==> src/core/tws_slave_dummy_unused.sv <==
/*
 File intentionally left minimal.
*/

==> src/core/tws_pkg.sv <==
/*
 File holds the shared constants and types of the three-wire control slave.
 Assumes a single system clock domain; link pins are sampled, not clocked.
*/
package tws_pkg;

   // Device identity on the link, byte bits 7..2 (time order 0,1,1,0,0,0)
   localparam logic [5:0] DEV_ADDR      = 6'h06;

   // Transfer type field, {bit1, bit0}
   localparam logic [1:0] TT_WRITE      = 2'h2;
   localparam logic [1:0] TT_READ       = 2'h3;

   // Byte framing
   localparam logic [2:0] LAST_BIT      = 3'h7;
   localparam logic [1:0] BYTE_REG      = 2'h0;
   localparam logic [1:0] BYTE_HI       = 2'h1;
   localparam logic [1:0] BYTE_LO       = 2'h2;
   localparam logic [1:0] BYTE_DONE     = 2'h3;

   // Reset values of the sampled pin levels
   localparam logic [2:0] PIN_RST       = 3'h0;

   // Selection state, one-hot
   typedef enum logic [2:0] {
      TWS_IDLE  = 3'b001,
      TWS_WRITE = 3'b010,
      TWS_READ  = 3'b100
   } tws_state_e;

endpackage

==> src/core/tws_slave.sv <==
/*
 File holds the serial control-port slave: address mode, write and read.
 Assumes the link pins come from another domain and the register store
 sits outside, answering rd_addr combinationally on the same clock.
*/
`timescale 1ns/1ps

// Function
// [RULE1] Bytes shift least significant bit first
// [RULE2] Mode low: eight pulses carry address byte
// [RULE3] Mode high: register, instruction or data bytes
// [RULE4] Address byte selects participation in data bytes
// [RULE5] Host wakes port with one pulse first
// [RULE6] Bits 0-1 transfer type, 2-7 address
// [RULE7] Type 01 write, 11 read, others ignored
// [RULE8] Respond only to own six-bit address
// [RULE9] Register byte: bit0 direction, then address MSB-first
// [RULE10] Write is four bytes ending in data
// [RULE11] Data word upper byte first, MSB first
// [RULE12] Host resends address for each register
// [RULE13] Read is six bytes, three device driven
// [RULE14] Read type makes device drive data line
// [RULE15] Echo address, bit0 flags invalid register
// [RULE16] Then register contents, upper byte first
// [RULE17] Port active only with style select low
// [RULE18] Sample on rising, change after falling edge
// [RULE19] Data line released except three response bytes
module tws_slave #(
   parameter logic [5:0] OWN_ADDR = tws_pkg::DEV_ADDR
) (
   // System
   input  wire logic        clock,
   input  wire logic        sys_rst,
   // Link pins
   input  wire logic        ctrl_clock_line,
   input  wire logic        ctrl_mode_line,
   input  wire logic        ctrl_data_in,
   output logic             ctrl_data_out,
   output logic             ctrl_data_oe_n,
   // Strap
   input  wire logic        control_style_select,
   // Register write side
   output logic             wr_strobe,
   output logic      [6:0]  wr_addr,
   output logic      [15:0] wr_data,
   // Register read side
   output logic      [6:0]  rd_addr,
   input  wire logic [15:0] rd_data,
   input  wire logic        rd_valid
);

   typedef struct packed {
      logic                clk_prev;
      logic                mode_prev;
      logic [2:0]          bit_cnt;
      logic [1:0]          byte_idx;
      logic [7:0]          shift;
      tws_pkg::tws_state_e state;
      logic                prep;
      logic [6:0]          reg_addr;
      logic [7:0]          data_hi;
      logic [15:0]         rd_word;
      logic                rd_ok;
      logic                wr_strobe;
      logic [6:0]          wr_addr;
      logic [15:0]         wr_data;
      logic                drive;
      logic                dout;
   } tws_slave_s;

   tws_slave_s st_reg;
   tws_slave_s st_next;

   logic [2:0]  lvl;
   logic        clk_s;
   logic        mode_s;
   logic        data_s;
   logic        active;
   logic        rise;
   logic        fall;
   logic        mode_chg;
   logic        byte_done;
   logic [7:0]  byte_val;
   logic [23:0] tx_vec;
   logic [4:0]  tx_idx;
   logic [7:0]  echo_t;
   logic        control_style_sync;

   // The three link pins pass the three-flop filter together; the strap has its own filter
   tws_sync #(
      .W       (3),
      .RST_VAL (tws_pkg::PIN_RST)
   ) u_sync (
      .clock   (clock),
      .sys_rst (sys_rst),
      .pin_in  ({ctrl_clock_line, ctrl_mode_line, ctrl_data_in}),
      .level   (lvl)
   );

   // Settled pin levels and their events
   always_comb
   begin
      clk_s     = lvl[2];
      mode_s    = lvl[1];
      data_s    = lvl[0];
      active    = ~control_style_sync;
      rise      = clk_s & ~st_reg.clk_prev;
      fall      = ~clk_s & st_reg.clk_prev;
      mode_chg  = mode_s ^ st_reg.mode_prev;
      byte_val  = {data_s, st_reg.shift[7:1]};
      byte_done = active & rise & ~mode_chg & (st_reg.bit_cnt == tws_pkg::LAST_BIT);
   end

   // Strap is static but still comes from a pin, so it is filtered too
   tws_sync #(
      .W       (1),
      .RST_VAL (1'b0)
   ) u_strap (
      .clock   (clock),
      .sys_rst (sys_rst),
      .pin_in  (control_style_select),
      .level   (control_style_sync)
   );

   // Bits 7..1 of a byte in time order hold the address MSB first
   function automatic logic [6:0] addr_of(input logic [7:0] b);
      logic [6:0] r;
      r = '0;
      for (int i = 0; i < 7; i++)
      begin
         r[6 - i] = b[i + 1];
      end
      return r;
   endfunction

   // Byte in time order to data value, earliest bit is the MSB
   function automatic logic [7:0] rev8(input logic [7:0] b);
      logic [7:0] r;
      r = '0;
      for (int i = 0; i < 8; i++)
      begin
         r[7 - i] = b[i];
      end
      return r;
   endfunction

   // Response stream: echo, upper data byte, lower data byte, time order
   // [RULE15] echo with invalid flag
   // [RULE16] data upper byte next
   always_comb
   begin
      echo_t        = rev8({1'b0, st_reg.reg_addr});
      tx_vec[0]     = ~st_reg.rd_ok;
      tx_vec[7:1]   = echo_t[7:1];
      tx_vec[15:8]  = rev8(st_reg.rd_word[15:8]);
      tx_vec[23:16] = rev8(st_reg.rd_word[7:0]);
      // Falls before data mode settles point at the first echo bit
      tx_idx        = st_reg.mode_prev ? {st_reg.byte_idx, st_reg.bit_cnt} : 5'h00;
   end

   // Next-state logic
   always_comb
   begin
      st_next           = st_reg;
      st_next.clk_prev  = clk_s;
      st_next.mode_prev = mode_s;
      st_next.wr_strobe = 1'b0;
      if (!active)
      begin
         // [RULE17] port held idle
         st_next.state    = tws_pkg::TWS_IDLE;
         st_next.bit_cnt  = '0;
         st_next.byte_idx = '0;
         st_next.dout     = 1'b0;
      end
      else
      begin
         if (mode_chg)
         begin
            // [RULE3] mode edge frames bytes
            st_next.bit_cnt  = '0;
            st_next.byte_idx = '0;
         end
         else if (rise)
         begin
            // [RULE1] LSB arrives first
            st_next.shift   = byte_val;
            st_next.bit_cnt = st_reg.bit_cnt + 3'h1;
            if (byte_done && st_reg.byte_idx != tws_pkg::BYTE_DONE)
            begin
               st_next.byte_idx = st_reg.byte_idx + 2'h1;
            end
         end
         if (byte_done && !mode_s)
         begin
            // [RULE2] address byte complete
            // [RULE6] field split of address byte
            if (byte_val[7:2] == OWN_ADDR && byte_val[1:0] == tws_pkg::TT_READ)
            begin
               // [RULE14] read selection latches word
               st_next.state   = tws_pkg::TWS_READ;
               st_next.rd_word = rd_data;
               st_next.rd_ok   = rd_valid;
            end
            else if (byte_val[7:2] == OWN_ADDR && byte_val[1:0] == tws_pkg::TT_WRITE)
            begin
               st_next.state = tws_pkg::TWS_WRITE;
            end
            else
            begin
               // [RULE7] unused types ignored
               // [RULE8] other addresses deselect
               st_next.state = tws_pkg::TWS_IDLE;
            end
         end
         else if (byte_done && st_reg.state == tws_pkg::TWS_WRITE)
         begin
            // [RULE4] only selected device takes bytes
            case (st_reg.byte_idx)
               tws_pkg::BYTE_REG:
               begin
                  // [RULE9] direction flag and address
                  st_next.prep     = byte_val[0];
                  st_next.reg_addr = addr_of(byte_val);
               end
               tws_pkg::BYTE_HI:
               begin
                  // [RULE11] upper byte first
                  st_next.data_hi = rev8(byte_val);
               end
               tws_pkg::BYTE_LO:
               begin
                  // [RULE10] fourth byte completes write
                  if (!st_reg.prep)
                  begin
                     st_next.wr_strobe = 1'b1;
                     st_next.wr_addr   = st_reg.reg_addr;
                     st_next.wr_data   = {st_reg.data_hi, rev8(byte_val)};
                  end
               end
               default:
               begin
                  st_next.state = st_reg.state;
               end
            endcase
         end
         if (fall)
         begin
            // [RULE18] change after falling edge
            st_next.dout = (tx_idx < 5'd24) ? tx_vec[tx_idx] : 1'b0;
         end
      end
      // [RULE19] drive only the three response bytes
      // [RULE13] response length of three bytes
      st_next.drive = active & mode_s & (st_reg.state == tws_pkg::TWS_READ) &
                      (st_reg.byte_idx != tws_pkg::BYTE_DONE);
   end

   // State register
   always_ff @(posedge clock)
   begin
      if (sys_rst)
      begin
         st_reg       <= '0;
         st_reg.state <= tws_pkg::TWS_IDLE;
      end
      else
      begin
         st_reg <= st_next;
      end
   end

   // Outputs straight from flops
   assign ctrl_data_out  = st_reg.dout;
   assign ctrl_data_oe_n = ~st_reg.drive;
   assign wr_strobe      = st_reg.wr_strobe;
   assign wr_addr        = st_reg.wr_addr;
   assign wr_data        = st_reg.wr_data;
   assign rd_addr        = st_reg.reg_addr;
endmodule

==> src/core/tws_sync.sv <==
/*
 File holds the pin synchroniser: three flops per pin and a settled level.
 Assumes asynchronous pin inputs and a synchronous active-high reset.
*/
`timescale 1ns/1ps
module tws_sync #(
   parameter int          W       = 3,
   parameter logic [W-1:0] RST_VAL = '0
) (
   // System
   input  wire logic         clock,
   input  wire logic         sys_rst,
   // Pins in
   input  wire logic [W-1:0] pin_in,
   // Settled levels out
   output logic      [W-1:0] level
);

   typedef struct packed {
      logic [W-1:0] s1;
      logic [W-1:0] s2;
      logic [W-1:0] s3;
      logic [W-1:0] lvl;
   } tws_sync_s;

   tws_sync_s st_reg;
   tws_sync_s st_next;

   // Level moves only once the second and third flops agree
   always_comb
   begin
      st_next     = st_reg;
      st_next.s1  = pin_in;
      st_next.s2  = st_reg.s1;
      st_next.s3  = st_reg.s2;
      st_next.lvl = (st_reg.s2 & st_reg.s3) | (st_reg.lvl & (st_reg.s2 | st_reg.s3));
   end

   // State register
   always_ff @(posedge clock)
   begin
      if (sys_rst)
      begin
         st_reg <= '{s1: RST_VAL, s2: RST_VAL, s3: RST_VAL, lvl: RST_VAL};
      end
      else
      begin
         st_reg <= st_next;
      end
   end

   assign level = st_reg.lvl;

endmodule

==> config.mk <==
export PLATFORM = sky130hd
export DESIGN_NAME = tws_slave
export DESIGN_NICKNAME = d
export VERILOG_FILES = /design/src/core/tws_slave_dummy_unused.sv /design/src/core/tws_pkg.sv /design/src/core/tws_slave.sv /design/src/core/tws_sync.sv
export SDC_FILE = /design/constraint.sdc
export NUM_CORES = 1
export LEC_CHECK = 0
export BUFFER_PORTS_ARGS = -buffer_cell sky130_fd_sc_hd__buf_2
export CAP_MARGIN = 10
export CORE_MARGIN = 2
export CORE_UTILIZATION = 56
export DETAILED_ROUTE_END_ITERATION = 10
export GPL_ROUTABILITY_DRIVEN = 0
export HOLD_SLACK_MARGIN = 0.06
export PLACE_DENSITY = 0.78
export SYNTH_ARGS = -nofsm -noshare
export SYNTH_HDL_FRONTEND = slang
export SYNTH_SLANG_ARGS = --single-unit
==> constraint.sdc <==
create_clock -name clock -period 4.15 [get_ports clock]
set_clock_uncertainty 0.1 [all_clocks]
set_input_delay 0.415 -clock clock [delete_from_list [all_inputs] [get_ports clock]]
set_output_delay 0.415 -clock clock [all_outputs]
set_load 0.01 [all_outputs]
==> results of run 1 <==
-- through the flow --
step	cells	hold slack [ps]	worst slack, ps
final	496	159.0	648.3
after floorplan	394	312.3	1948
after CTS	496	148.6	616.8
after global routing	496	160.7	351.3
after detailed placement	480	325.3	675.6
after global placement	480	317.0	851.7
-- logic make-up (layout without fill, tap and decap cells) --
kind of cell / after synthesis / after routing / synth area share, %
DFF: 92 / 92 / 47.68
adders and majority gates: 6 / 6 / 1.944
muxes: 65 / 65 / 16.84
buffers and inverters: 58 / 80 / 9.815
AOI/OAI and AO/OA: 37 / 37 / 5.896
and+or+nand+nor: 133 / 133 / 17.14
xor gates and xnor gates: 3 / 3 / 0.6804
-- cell type report --
| type | instances | area share (%) |
|---|---|---|
| repair buffers | 58 | 7.241 |
| clock inverters | 6 | 1.734 |
| multi-input cells | 244 | 39.91 |
| inverters | 6 | 0.5476 |
| well taps | 80 | 2.434 |
| clock buffers | 10 | 3.347 |
| flip-flops and latches | 92 | 44.78 |
-- per-layer routing --
metal	share of wire [%]	global-route usage (%)	vias to the layer above
met1	47	25.66	1230
met2	47	30.19	69
met5	0	0	-
met4	1.2	6.250	0
met3	5.2	4.834	8
li1	-	-	1327
-- worst min path at each step --
stage / startpoint / end / depth (start not counted)
final: ctrl_mode_line / u_sync.st_next[7] / 2
after global routing: ctrl_clock_line / u_sync.st_next[8] / 2
after CTS: ctrl_data_in / u_sync.st_next[6] / 2
after detailed placement: u_sync.st_next[6] / u_sync.st_next[3] / 1
after global placement: u_sync.st_next[7] / u_sync.st_next[4] / 1
after floorplan: st_reg[60] / st_reg[1] / 1
-- power by group through the flow --
| stage | clock network [uW] | logic (uW) | registers (uW) |
|---|---|---|---|
| final | 611 | 28.8 | 889 |
| after global routing | 661 | 32.3 | 890 |
| after CTS | 624 | 29.0 | 889 |
| after detailed placement | 0 | 29.0 | 910 |
| after global placement | 0 | 28.5 | 910 |
| after floorplan | 0 | 16.7 | 909 |
-- placed cells by master (no fill, tap or decap), types with 4 or more instances in the layout --
master	instances
sky130_fd_sc_hd__nor2b_1	19
sky130_fd_sc_hd__inv_1	6
sky130_fd_sc_hd__a21oi_1	12
sky130_fd_sc_hd__mux2i_1	65
sky130_fd_sc_hd__nand2b_1	4
sky130_fd_sc_hd__nor2_1	64
sky130_fd_sc_hd__ha_1	6
sky130_fd_sc_hd__nand2_1	26
sky130_fd_sc_hd__dfxtp_1	92
sky130_fd_sc_hd__clkbuf_8	10
sky130_fd_sc_hd__buf_2	55
sky130_fd_sc_hd__o21ai_0	9
==> flow_metrics.py, run 1 <==
metrics = {
    "worst_setup_path": {
        "cp_num_buf_inv": 0,
        "critPathArrivalTime_ps": 3610,
        "crit_path_start_kind": "register",
        "critical_path_source": "st_reg[72]",
        "crit-reg2reg-capture": "wr_data[10]",
        "critical_path_cell_count": 7,
        "slowest_delay_ps": 880,
        "required_ps": 4260,
        "r2r_start": "st_reg[72]",
        "reg2reg_depth": 7,
        "critical_path_class": "register to register",
        "critPathCapture": "wr_data[10]",
        "critPathTopFamily": "simple AND/OR/NAND/NOR gates",
        "crit_top_cell": "sky130_fd_sc_hd__ha_1",
        "end_kind": "register",
        "path_cells": "ha_1 -> ha_1 -> nand2b_1 -> nor4b_2 -> nand4_2 -> mux2i_1 -> nor2_1",
        "r2r_slack_ps": 650,
        "critPathSlowestCell": "sky130_fd_sc_hd__nand4_2",
        "worst_path_max_fanout": 24,
    },
    "clock_network": {
        "h_tree_level_count": 3,
        "clkSlewWorstSetupHoldPaths_ps": 90,
        "cts_made_buffers": 9,
        "clock_tree.buffer_depth": 2,
        "worstSkewPairLatency_ps": 360,
        "cts-root-buf": "sky130_fd_sc_hd__clkbuf_8",
        "cts.sink_count": 92,
        "cts_resized": 0,
        "cts_setup_buffers": 0,
        "post_cts_hold_buffer_count": 0,
        "cts_tree": "done",
    },
    "power_and_ir_drop": {
        "peakVddDrop_uv": 238.5,
        "sw_frac_of_total_pct": 21.68,
        "power.leakage_uw": 0.001912,
        "netSwitchingPower_uw": 331.4,
        "pwr_density_cell_nw_per_um2": 371.6,
        "pwr-share-seq_pct": 58.2,
        "combPwrFrac_pct": 1.9,
        "total_power_uw": 1528,
        "power.internal_uw": 1197,
        "p_clk_share_pct": 39.9,
    },
    "floorplanning": {
        "initial_utilization_pct": 57.49,
        "core_region_area_sq_um": 6719,
        "die-width_um": 87.05,
        "fp.dieH_um": 87.05,
        "row_count": 30,
        "die-area_sq_um": 7578,
        "boundaryPins": 56,
    },
    "global_routing": {
        "grtUsageTotal_pct": 19.12,
        "grt_pass1_vias": 2370,
        "pin_count_of_the_biggest_net_entering_global_routing": 83,
        "grt_antenna_before_repair": 0,
        "global_route_wire_length_before_repair_um": 11290,
        "grt_overflow_total": 0,
    },
    "yosys": {
        "yosysWarningCount": 0,
        "synth_area_leader_cell": "sky130_fd_sc_hd__dfxtp_1",
        "synth.lib_cells_used.distinct": 40,
        "syn-num-nets": 423,
        "synth_top_area_share_pct": 47.68,
        "avgSynthCellArea_sq_um": 9.803,
        "postSynthRegisterBits": 92,
        "ys.flop_type": "sky130_fd_sc_hd__dfxtp_1",
        "netlist_area_sq_um": 3862,
        "synth-seq-area-share_pct": 47.68,
        "synthArstFlopShare_pct": 0,
        "yosys.cell_count.top_type": "sky130_fd_sc_hd__dfxtp_1",
        "synthTopCellsByArea": "sky130_fd_sc_hd__dfxtp_1 48%, sky130_fd_sc_hd__mux2i_1 17%, sky130_fd_sc_hd__buf_4 6.2%",
        "synth-edff-count": 0,
        "netlist_instances": 394,
        "synth_common_cells": "92 x sky130_fd_sc_hd__dfxtp_1, 65 x sky130_fd_sc_hd__mux2i_1, 64 x sky130_fd_sc_hd__nor2_1",
    },
    "sta": {
        "final_min_period_over_clock_period_pct": 84.38,
        "totalNegativeSetupSlack_ps": 0,
        "setup_viol": 0,
        "slew_headroom_pct": 33.47,
        "drv_slew": 0,
        "period_minus_slack_ps": 3502,
        "grt_setup_unrepaired": "no",
        "fmax_ghz": 0.2856,
        "worst-slew-pin-transition_ps": 995.6,
        "hold_viol": 0,
    },
    "routing": {
        "detail_route.vias_per_cell": 5.310,
        "detailroute.via_count": 2634,
        "drc": 0,
        "drt_first_pass_iters": 4,
        "drt-wirelength-per-cell_um": 13.90,
        "post_route_antenna_net_violation_count": 0,
        "finalWirelength_um": 6896,
        "detail_route.iter0.violations": 202,
    },
    "cells_and_area": {
        "area.growth.synth_to_final_pct": 6.479,
        "finish.instance_area_sq_um": 4113,
        "fraction_of_layout_cells_with_a_size_suffix_above_1_pct": 19.23,
        "postLayoutCoreUtil_pct": 61.21,
        "multi_input_area_sq_um": 1642,
        "num_antenna_cells": 0,
        "layout.area.seq_sq_um": 1842,
        "final_nets": 440,
        "fillCellCount": 577,
        "largest_register_ffs": 37,
    },
    "placed_design": {
        "dpl.hpwl_um": 4688,
        "placement.io_buffers": 55,
        "postPlaceCellArea_sq_um": 3904,
    },
    "run": {
        "drv_cap": 0,
    },
    "hold_path": {
        "hold_removal_path_class": "input pin to register",
    },
    "outcome": {
        "run_status": "complete, no violations",
    },
}
Power figures use the tool's default switching activity.
==> inputs of run 2 (changes only) <==
--- a/config.mk
+++ b/config.mk
@@ -5,14 +5,15 @@
 export SDC_FILE = /design/constraint.sdc
 export NUM_CORES = 1
 export LEC_CHECK = 0
+export ABC_AREA = 1
 export BUFFER_PORTS_ARGS = -buffer_cell sky130_fd_sc_hd__buf_2
 export CAP_MARGIN = 10
 export CORE_MARGIN = 2
-export CORE_UTILIZATION = 56
+export CORE_UTILIZATION = 51
 export DETAILED_ROUTE_END_ITERATION = 10
 export GPL_ROUTABILITY_DRIVEN = 0
 export HOLD_SLACK_MARGIN = 0.06
-export PLACE_DENSITY = 0.78
+export PLACE_DENSITY = 0.75
 export SYNTH_ARGS = -nofsm -noshare
 export SYNTH_HDL_FRONTEND = slang
 export SYNTH_SLANG_ARGS = --single-unit
==> constraint.sdc (replaced) <==
create_clock -name clock -period 3.1 [get_ports clock]
set_clock_uncertainty 0.1 [all_clocks]
set_input_delay 0.31 -clock clock [delete_from_list [all_inputs] [get_ports clock]]
set_output_delay 0.31 -clock clock [all_outputs]
set_load 0.01 [all_outputs]
==> flow_metrics.py, run 2 <==
metrics = {
    "outcome": {
        "run_status": "complete, no violations",
    },
    "sta": {
        "hold_viol": 0,
        "worst-slew-pin-transition_ps": 643.7,
        "final_min_period_over_clock_period_pct": 88.71,
        "grt_setup_unrepaired": "no",
        "totalNegativeSetupSlack_ps": 0,
        "final.hold.worst_slack_ps": 99.20,
        "drv_slew": 0,
        "setup_viol": 0,
        "fin_ws_ps": 350.1,
        "fmax_ghz": 0.3637,
        "slew_headroom_pct": 56.93,
        "period_minus_slack_ps": 2750,
    },
    "routing": {
        "drt-wirelength-per-cell_um": 10.91,
        "detail_route.iter0.violations": 88,
        "post_route_antenna_net_violation_count": 0,
        "detail_route.vias_per_cell": 4.728,
        "detailroute.via_count": 3262,
        "drc": 0,
        "drt_first_pass_iters": 4,
        "finalWirelength_um": 7531,
    },
    "placed_design": {
        "dpl.hpwl_um": 5198,
        "placement.io_buffers": 55,
        "detailedPlace.worstSlack_ps": 385.0,
        "cell_count_post_placement": 670,
    },
    "global_routing": {
        "grt_pass1_vias": 3043,
        "grt_antenna_before_repair": 0,
        "pin_count_of_the_biggest_net_entering_global_routing": 50,
        "grt_overflow_total": 0,
        "grtUsageTotal_pct": 18.56,
        "global_route_wire_length_before_repair_um": 13120,
    },
    "cells_and_area": {
        "layout_commonest_cell": "sky130_fd_sc_hd__nand2_1",
        "final_cell_mix": "131 x sky130_fd_sc_hd__nand2_1, 99 x sky130_fd_sc_hd__nor2_1, 92 x sky130_fd_sc_hd__dfxtp_1",
        "fraction_of_layout_cells_with_a_size_suffix_above_1_pct": 15.31,
        "postLayoutCoreUtil_pct": 56.74,
        "area.growth.synth_to_final_pct": 8.282,
        "num_antenna_cells": 0,
        "final_nets": 612,
        "largest_register_ffs": 37,
        "layoutNonFillerInstCount": 690,
    },
    "floorplanning": {
        "row_count": 32,
        "core_region_area_sq_um": 7727,
        "boundaryPins": 56,
        "initial_utilization_pct": 52.40,
        "die-width_um": 93.10,
        "fp.dieH_um": 93.10,
        "die-area_sq_um": 8668,
    },
    "clock_network": {
        "clock_tree.buffer_depth": 2,
        "worstSkewPairLatency_ps": 360,
        "cts_made_buffers": 9,
        "cts_tree": "done",
        "h_tree_level_count": 3,
        "cts_resized": 0,
        "post_cts_hold_buffer_count": 4,
        "cts.sink_count": 92,
        "cts-root-buf": "sky130_fd_sc_hd__clkbuf_8",
        "clkSlewWorstSetupHoldPaths_ps": 80,
        "cts_setup_buffers": 0,
    },
    "power_and_ir_drop": {
        "peakVddDrop_uv": 230.1,
        "netSwitchingPower_uw": 447.1,
        "sw_frac_of_total_pct": 22.18,
        "p_clk_share_pct": 38.5,
        "combPwrFrac_pct": 2.5,
        "power.internal_uw": 1569,
        "pwr-share-seq_pct": 59.0,
        "power.leakage_uw": 0.002064,
        "pwr_density_cell_nw_per_um2": 459.9,
    },
    "yosys": {
        "yosys.cell_count.top_type": "sky130_fd_sc_hd__nand2_1",
        "synth_area_leader_cell": "sky130_fd_sc_hd__dfxtp_1",
        "synth.lib_cells_used.distinct": 27,
        "netlist_area_sq_um": 4049,
        "synthTopCellsByArea": "sky130_fd_sc_hd__dfxtp_1 45%, sky130_fd_sc_hd__nand2_1 12%, sky130_fd_sc_hd__nor2_1 9.2%",
        "ys.flop_type": "sky130_fd_sc_hd__dfxtp_1",
        "synth-seq-area-share_pct": 45.49,
        "synth_top_area_share_pct": 45.49,
        "synth-edff-count": 0,
        "synthArstFlopShare_pct": 0,
        "synth_common_cells": "131 x sky130_fd_sc_hd__nand2_1, 99 x sky130_fd_sc_hd__nor2_1, 92 x sky130_fd_sc_hd__dfxtp_1",
        "netlist_instances": 559,
        "syn-num-nets": 588,
        "postSynthRegisterBits": 92,
        "yosysWarningCount": 0,
        "avgSynthCellArea_sq_um": 7.243,
    },
    "hold_path": {
        "hold_path.startpoint": "rd_data[9]",
        "min_path_cells": 3,
        "whs_endpoint": "st_reg[36]",
        "hold_removal_path_class": "input pin to register",
    },
    "worst_setup_path": {
        "worst_path_max_fanout": 37,
        "r2r_start": "st_reg[72]",
        "required_ps": 3260,
        "reg2reg_depth": 9,
        "r2r_slack_ps": 350,
        "crit-reg2reg-capture": "wr_data[4]",
        "end_kind": "register",
        "critical_path_class": "register to register",
        "crit_path_start_kind": "register",
        "critPathArrivalTime_ps": 2910,
    },
    "run": {
        "drv_cap": 0,
    },
}
run 2: worst max-delay path, stage by stage, from the launching register on:
cell and delay (ps):
sky130_fd_sc_hd__dfxtp_1 430, sky130_fd_sc_hd__ha_1 250, sky130_fd_sc_hd__ha_1 250, sky130_fd_sc_hd__nand3_4 150, sky130_fd_sc_hd__inv_2 40, sky130_fd_sc_hd__nor2_1 490
sky130_fd_sc_hd__nand2_1 430, sky130_fd_sc_hd__buf_12 290, sky130_fd_sc_hd__nor2_1 120, sky130_fd_sc_hd__nor2_1 60
run 2: worst max path at each step:
stage                     from          end  slack (ps)  cells past startpoint
detailed placement  st_reg[72]   wr_data[4]         390                      9
finish              st_reg[72]   wr_data[4]         350                      9
global route        st_reg[72]  wr_data[11]         120                     10
floorplan           st_reg[72]   wr_addr[0]        1370                     10
global placement    st_reg[72]   wr_data[4]         510                      9
CTS                 st_reg[72]   wr_data[4]         370                      9
run 2: area by class of cell:
type,instances,area [sq um]
Clock buffer,12,165.2
Clock inverter,4,31.28
Fill cell,746,3343
Inverter,72,270.3
Multi-Input combinational cell,345,1590
Sequential cell,92,1842
Tap cell,102,127.6
Timing Repair Buffer,63,357.8
run 2: logic make-up after synthesis:
| group | after synthesis | share of synthesized area (%) |
|---|---|---|
| and+or+nand+nor | 270 | 27.94 |
| buffers and inverters | 122 | 15.23 |
| DFF | 92 | 45.49 |
| AOI/OAI and AO/OA | 68 | 9.085 |
| adders and majority gates | 6 | 1.854 |
| xor gates and xnor gates | 1 | 0.4018 |
run 2: per-layer routing:
| metal | GRT usage [%] | routed length, um | vias to the layer above |
|---|---|---|---|
| li1 | - | - | 1731 |
| met1 | 23.57 | 3601 | 1461 |
| met2 | 31.16 | 3611 | 61 |
| met3 | 3.948 | 237 | 9 |
| met4 | 6.740 | 80 | 0 |
| met5 | 0 | 0 | - |
run 2: power by group through the flow:
| stage | clock [uW] | sequential [uW] | combinational [uW] |
|---|---|---|---|
| floorplan | 0 | 1220 | 26.3 |
| finish | 777 | 1190 | 49.5 |
| global route | 851 | 1190 | 55.9 |
| global placement | 0 | 1220 | 45.6 |
| CTS | 794 | 1190 | 50.7 |
| detailed placement | 0 | 1220 | 46.7 |
run 2: metrics by stage:
step	instance area, sq um	power (uW)
2_1_floorplan	4049	1243
3_3_place_gp	4148	1263
3_5_place_dp	4148	1264
4_1_cts	4384	2034
5_1_grt	4384	2098
6_report	4384	2016
==> inputs of run 3 (changes only) <==
--- a/config.mk
+++ b/config.mk
@@ -13,6 +13,7 @@
 export DETAILED_ROUTE_END_ITERATION = 10
 export GPL_ROUTABILITY_DRIVEN = 0
 export HOLD_SLACK_MARGIN = 0.06
+export MAX_ROUTING_LAYER = met4
 export PLACE_DENSITY = 0.75
 export SYNTH_ARGS = -nofsm -noshare
 export SYNTH_HDL_FRONTEND = slang
==> flow_metrics.py, run 3 (synthesized netlist as in run 2, its figures left out) <==
metrics = {
    "power_and_ir_drop": {
        "power.internal_uw": 1569,
        "netSwitchingPower_uw": 447.3,
        "p_clk_share_pct": 38.5,
        "pwr_density_cell_nw_per_um2": 459.9,
        "combPwrFrac_pct": 2.5,
        "sw_frac_of_total_pct": 22.18,
        "power.leakage_uw": 0.002064,
        "peakVddDrop_uv": 229.6,
        "pwr-share-seq_pct": 59.0,
    },
    "floorplanning": {
        "boundaryPins": 56,
        "die-area_sq_um": 8668,
        "core_region_area_sq_um": 7727,
        "die-width_um": 93.10,
        "fp.dieH_um": 93.10,
        "row_count": 32,
        "initial_utilization_pct": 52.40,
    },
    "sta": {
        "totalNegativeSetupSlack_ps": 0,
        "drv_slew": 0,
        "worst-slew-pin-transition_ps": 643.8,
        "slew_headroom_pct": 56.92,
        "period_minus_slack_ps": 2748,
        "hold_viol": 0,
        "setup_viol": 0,
        "fmax_ghz": 0.3639,
        "grt_setup_unrepaired": "no",
        "final_min_period_over_clock_period_pct": 88.64,
    },
    "routing": {
        "finalWirelength_um": 7518,
        "detail_route.iter0.violations": 91,
        "drt_first_pass_iters": 4,
        "detailroute.via_count": 3262,
        "detail_route.vias_per_cell": 4.728,
        "drt-wirelength-per-cell_um": 10.90,
        "post_route_antenna_net_violation_count": 0,
        "drc": 0,
    },
    "placed_design": {
        "dpl.hpwl_um": 5198,
        "postPlaceCellArea_sq_um": 4148,
        "placement.io_buffers": 55,
        "cell_count_post_placement": 670,
    },
    "global_routing": {
        "grt.met2_usage_pct": 31.10,
        "globalRouteMet1Util_pct": 23.67,
        "grtUsageMet3_pct": 3.948,
        "grt_antenna_before_repair": 0,
        "global_route_wire_length_before_repair_um": 13140,
        "grtUsageTotal_pct": 19.09,
        "pin_count_of_the_biggest_net_entering_global_routing": 50,
        "globalRoute.busiestLayer": "met2",
        "grt_overflow_total": 0,
        "grt_pass1_vias": 3035,
    },
    "worst_setup_path": {
        "r2r_start": "st_reg[72]",
        "critPathSlowestCell": "sky130_fd_sc_hd__nor2_1",
        "end_kind": "register",
        "crit_path_start_kind": "register",
        "required_ps": 3260,
        "critPathTopFamily": "simple AND/OR/NAND/NOR gates",
        "crit_top_cell": "sky130_fd_sc_hd__nor2_1",
        "slowest_delay_ps": 490,
        "critPathArrivalTime_ps": 2910,
        "critical_path_class": "register to register",
        "path_cells": "ha_1 -> ha_1 -> nand3_4 -> inv_2 -> nor2_1 -> nand2_1 -> buf_12 -> nor2_1 -> nor2_1",
        "cp_num_buf_inv": 2,
        "worst_path_max_fanout": 37,
        "critical_path_source": "st_reg[72]",
    },
    "cells_and_area": {
        "num_antenna_cells": 0,
        "final_cell_mix": "131 x sky130_fd_sc_hd__nand2_1, 99 x sky130_fd_sc_hd__nor2_1, 92 x sky130_fd_sc_hd__dfxtp_1",
        "area.growth.synth_to_final_pct": 8.282,
        "finish.instance_area_sq_um": 4384,
        "postLayoutCoreUtil_pct": 56.74,
        "largest_register_ffs": 37,
        "fraction_of_layout_cells_with_a_size_suffix_above_1_pct": 15.31,
        "final_nets": 612,
        "layoutNonFillerInstCount": 690,
        "layout_commonest_cell": "sky130_fd_sc_hd__nand2_1",
    },
    "clock_network": {
        "clock_tree.buffer_depth": 2,
        "worstSkewPairLatency_ps": 360,
        "clkSlewWorstSetupHoldPaths_ps": 90,
        "cts_resized": 0,
        "cts_tree": "done",
        "h_tree_level_count": 3,
        "cts.sink_count": 92,
        "cts-root-buf": "sky130_fd_sc_hd__clkbuf_8",
        "cts_made_buffers": 9,
        "cts_setup_buffers": 0,
    },
    "run": {
        "drv_cap": 0,
    },
    "hold_path": {
        "hold_path.startpoint": "rd_data[9]",
        "hold_removal_path_class": "input pin to register",
    },
    "outcome": {
        "run_status": "complete, no violations",
    },
}
-- run 3: cell counts in the layout (fill, tap and decap cells not counted) --
Identical to the previous run, type by type.
-- run 3: final cells by class --
cell class	instances	area, sq um
Clock buffer	12	165.2
Fill cell	746	3343
Multi-Input combinational cell	345	1590
Inverter	72	270.3
Tap cell	102	127.6
Timing Repair Buffer	63	357.8
Sequential cell	92	1842
Clock inverter	4	31.28
-- run 3: timing repair --
| item | in CTS | in global routing |
|---|---|---|
| hold buffers | 4 | 0 |
| endpoints found under the hold margin | 4 | 0 |
| setup endpoints to repair | 0 | 0 |
-- run 3: final timing paths --
check	to	slack, ps	depth (start not counted)
worst min register to register	u_sync.st_next[3]	300	2
worst max register to register	wr_data[4]	350	9
worst min-delay path	st_reg[36]	100	3
worst max-delay path	wr_data[4]	350	9
-- run 3: through the flow --
stage	setup slack [ps]	hold WS [ps]	power (uW)
floorplan	1370	288.3	1243
global placement	506.6	290.5	1263
detailed placement	385.0	292.9	1264
CTS	366.5	87.87	2034
global route	117.6	95.29	2100
finish	352.1	98.31	2016
-- run 3: power by group through the flow --
stage / Sequential, uW / Clock (uW) / Combinational, uW
final: 1190 / 777 / 49.5
after global routing: 1190 / 853 / 55.9
after CTS: 1190 / 794 / 50.7
after detailed placement: 1220 / 0 / 46.7
after global placement: 1220 / 0 / 45.6
after floorplan: 1220 / 0 / 26.3
-- run 3: layer usage --
| metal | share of wire, % | vias to the layer above | wire [um] |
|---|---|---|---|
| met4 | 1.3 | 0 | 97 |
| met3 | 3.4 | 10 | 255 |
| li1 | - | 1730 | - |
| met1 | 48 | 1455 | 3576 |
| met2 | 48 | 67 | 3589 |
| met5 | 0 | - | 0 |
-- run 3: worst min-delay path, stage by stage --
cell,delay (ps)
sky130_fd_sc_hd__buf_2,90
sky130_fd_sc_hd__nand2_1,50
sky130_fd_sc_hd__a21oi_1,50
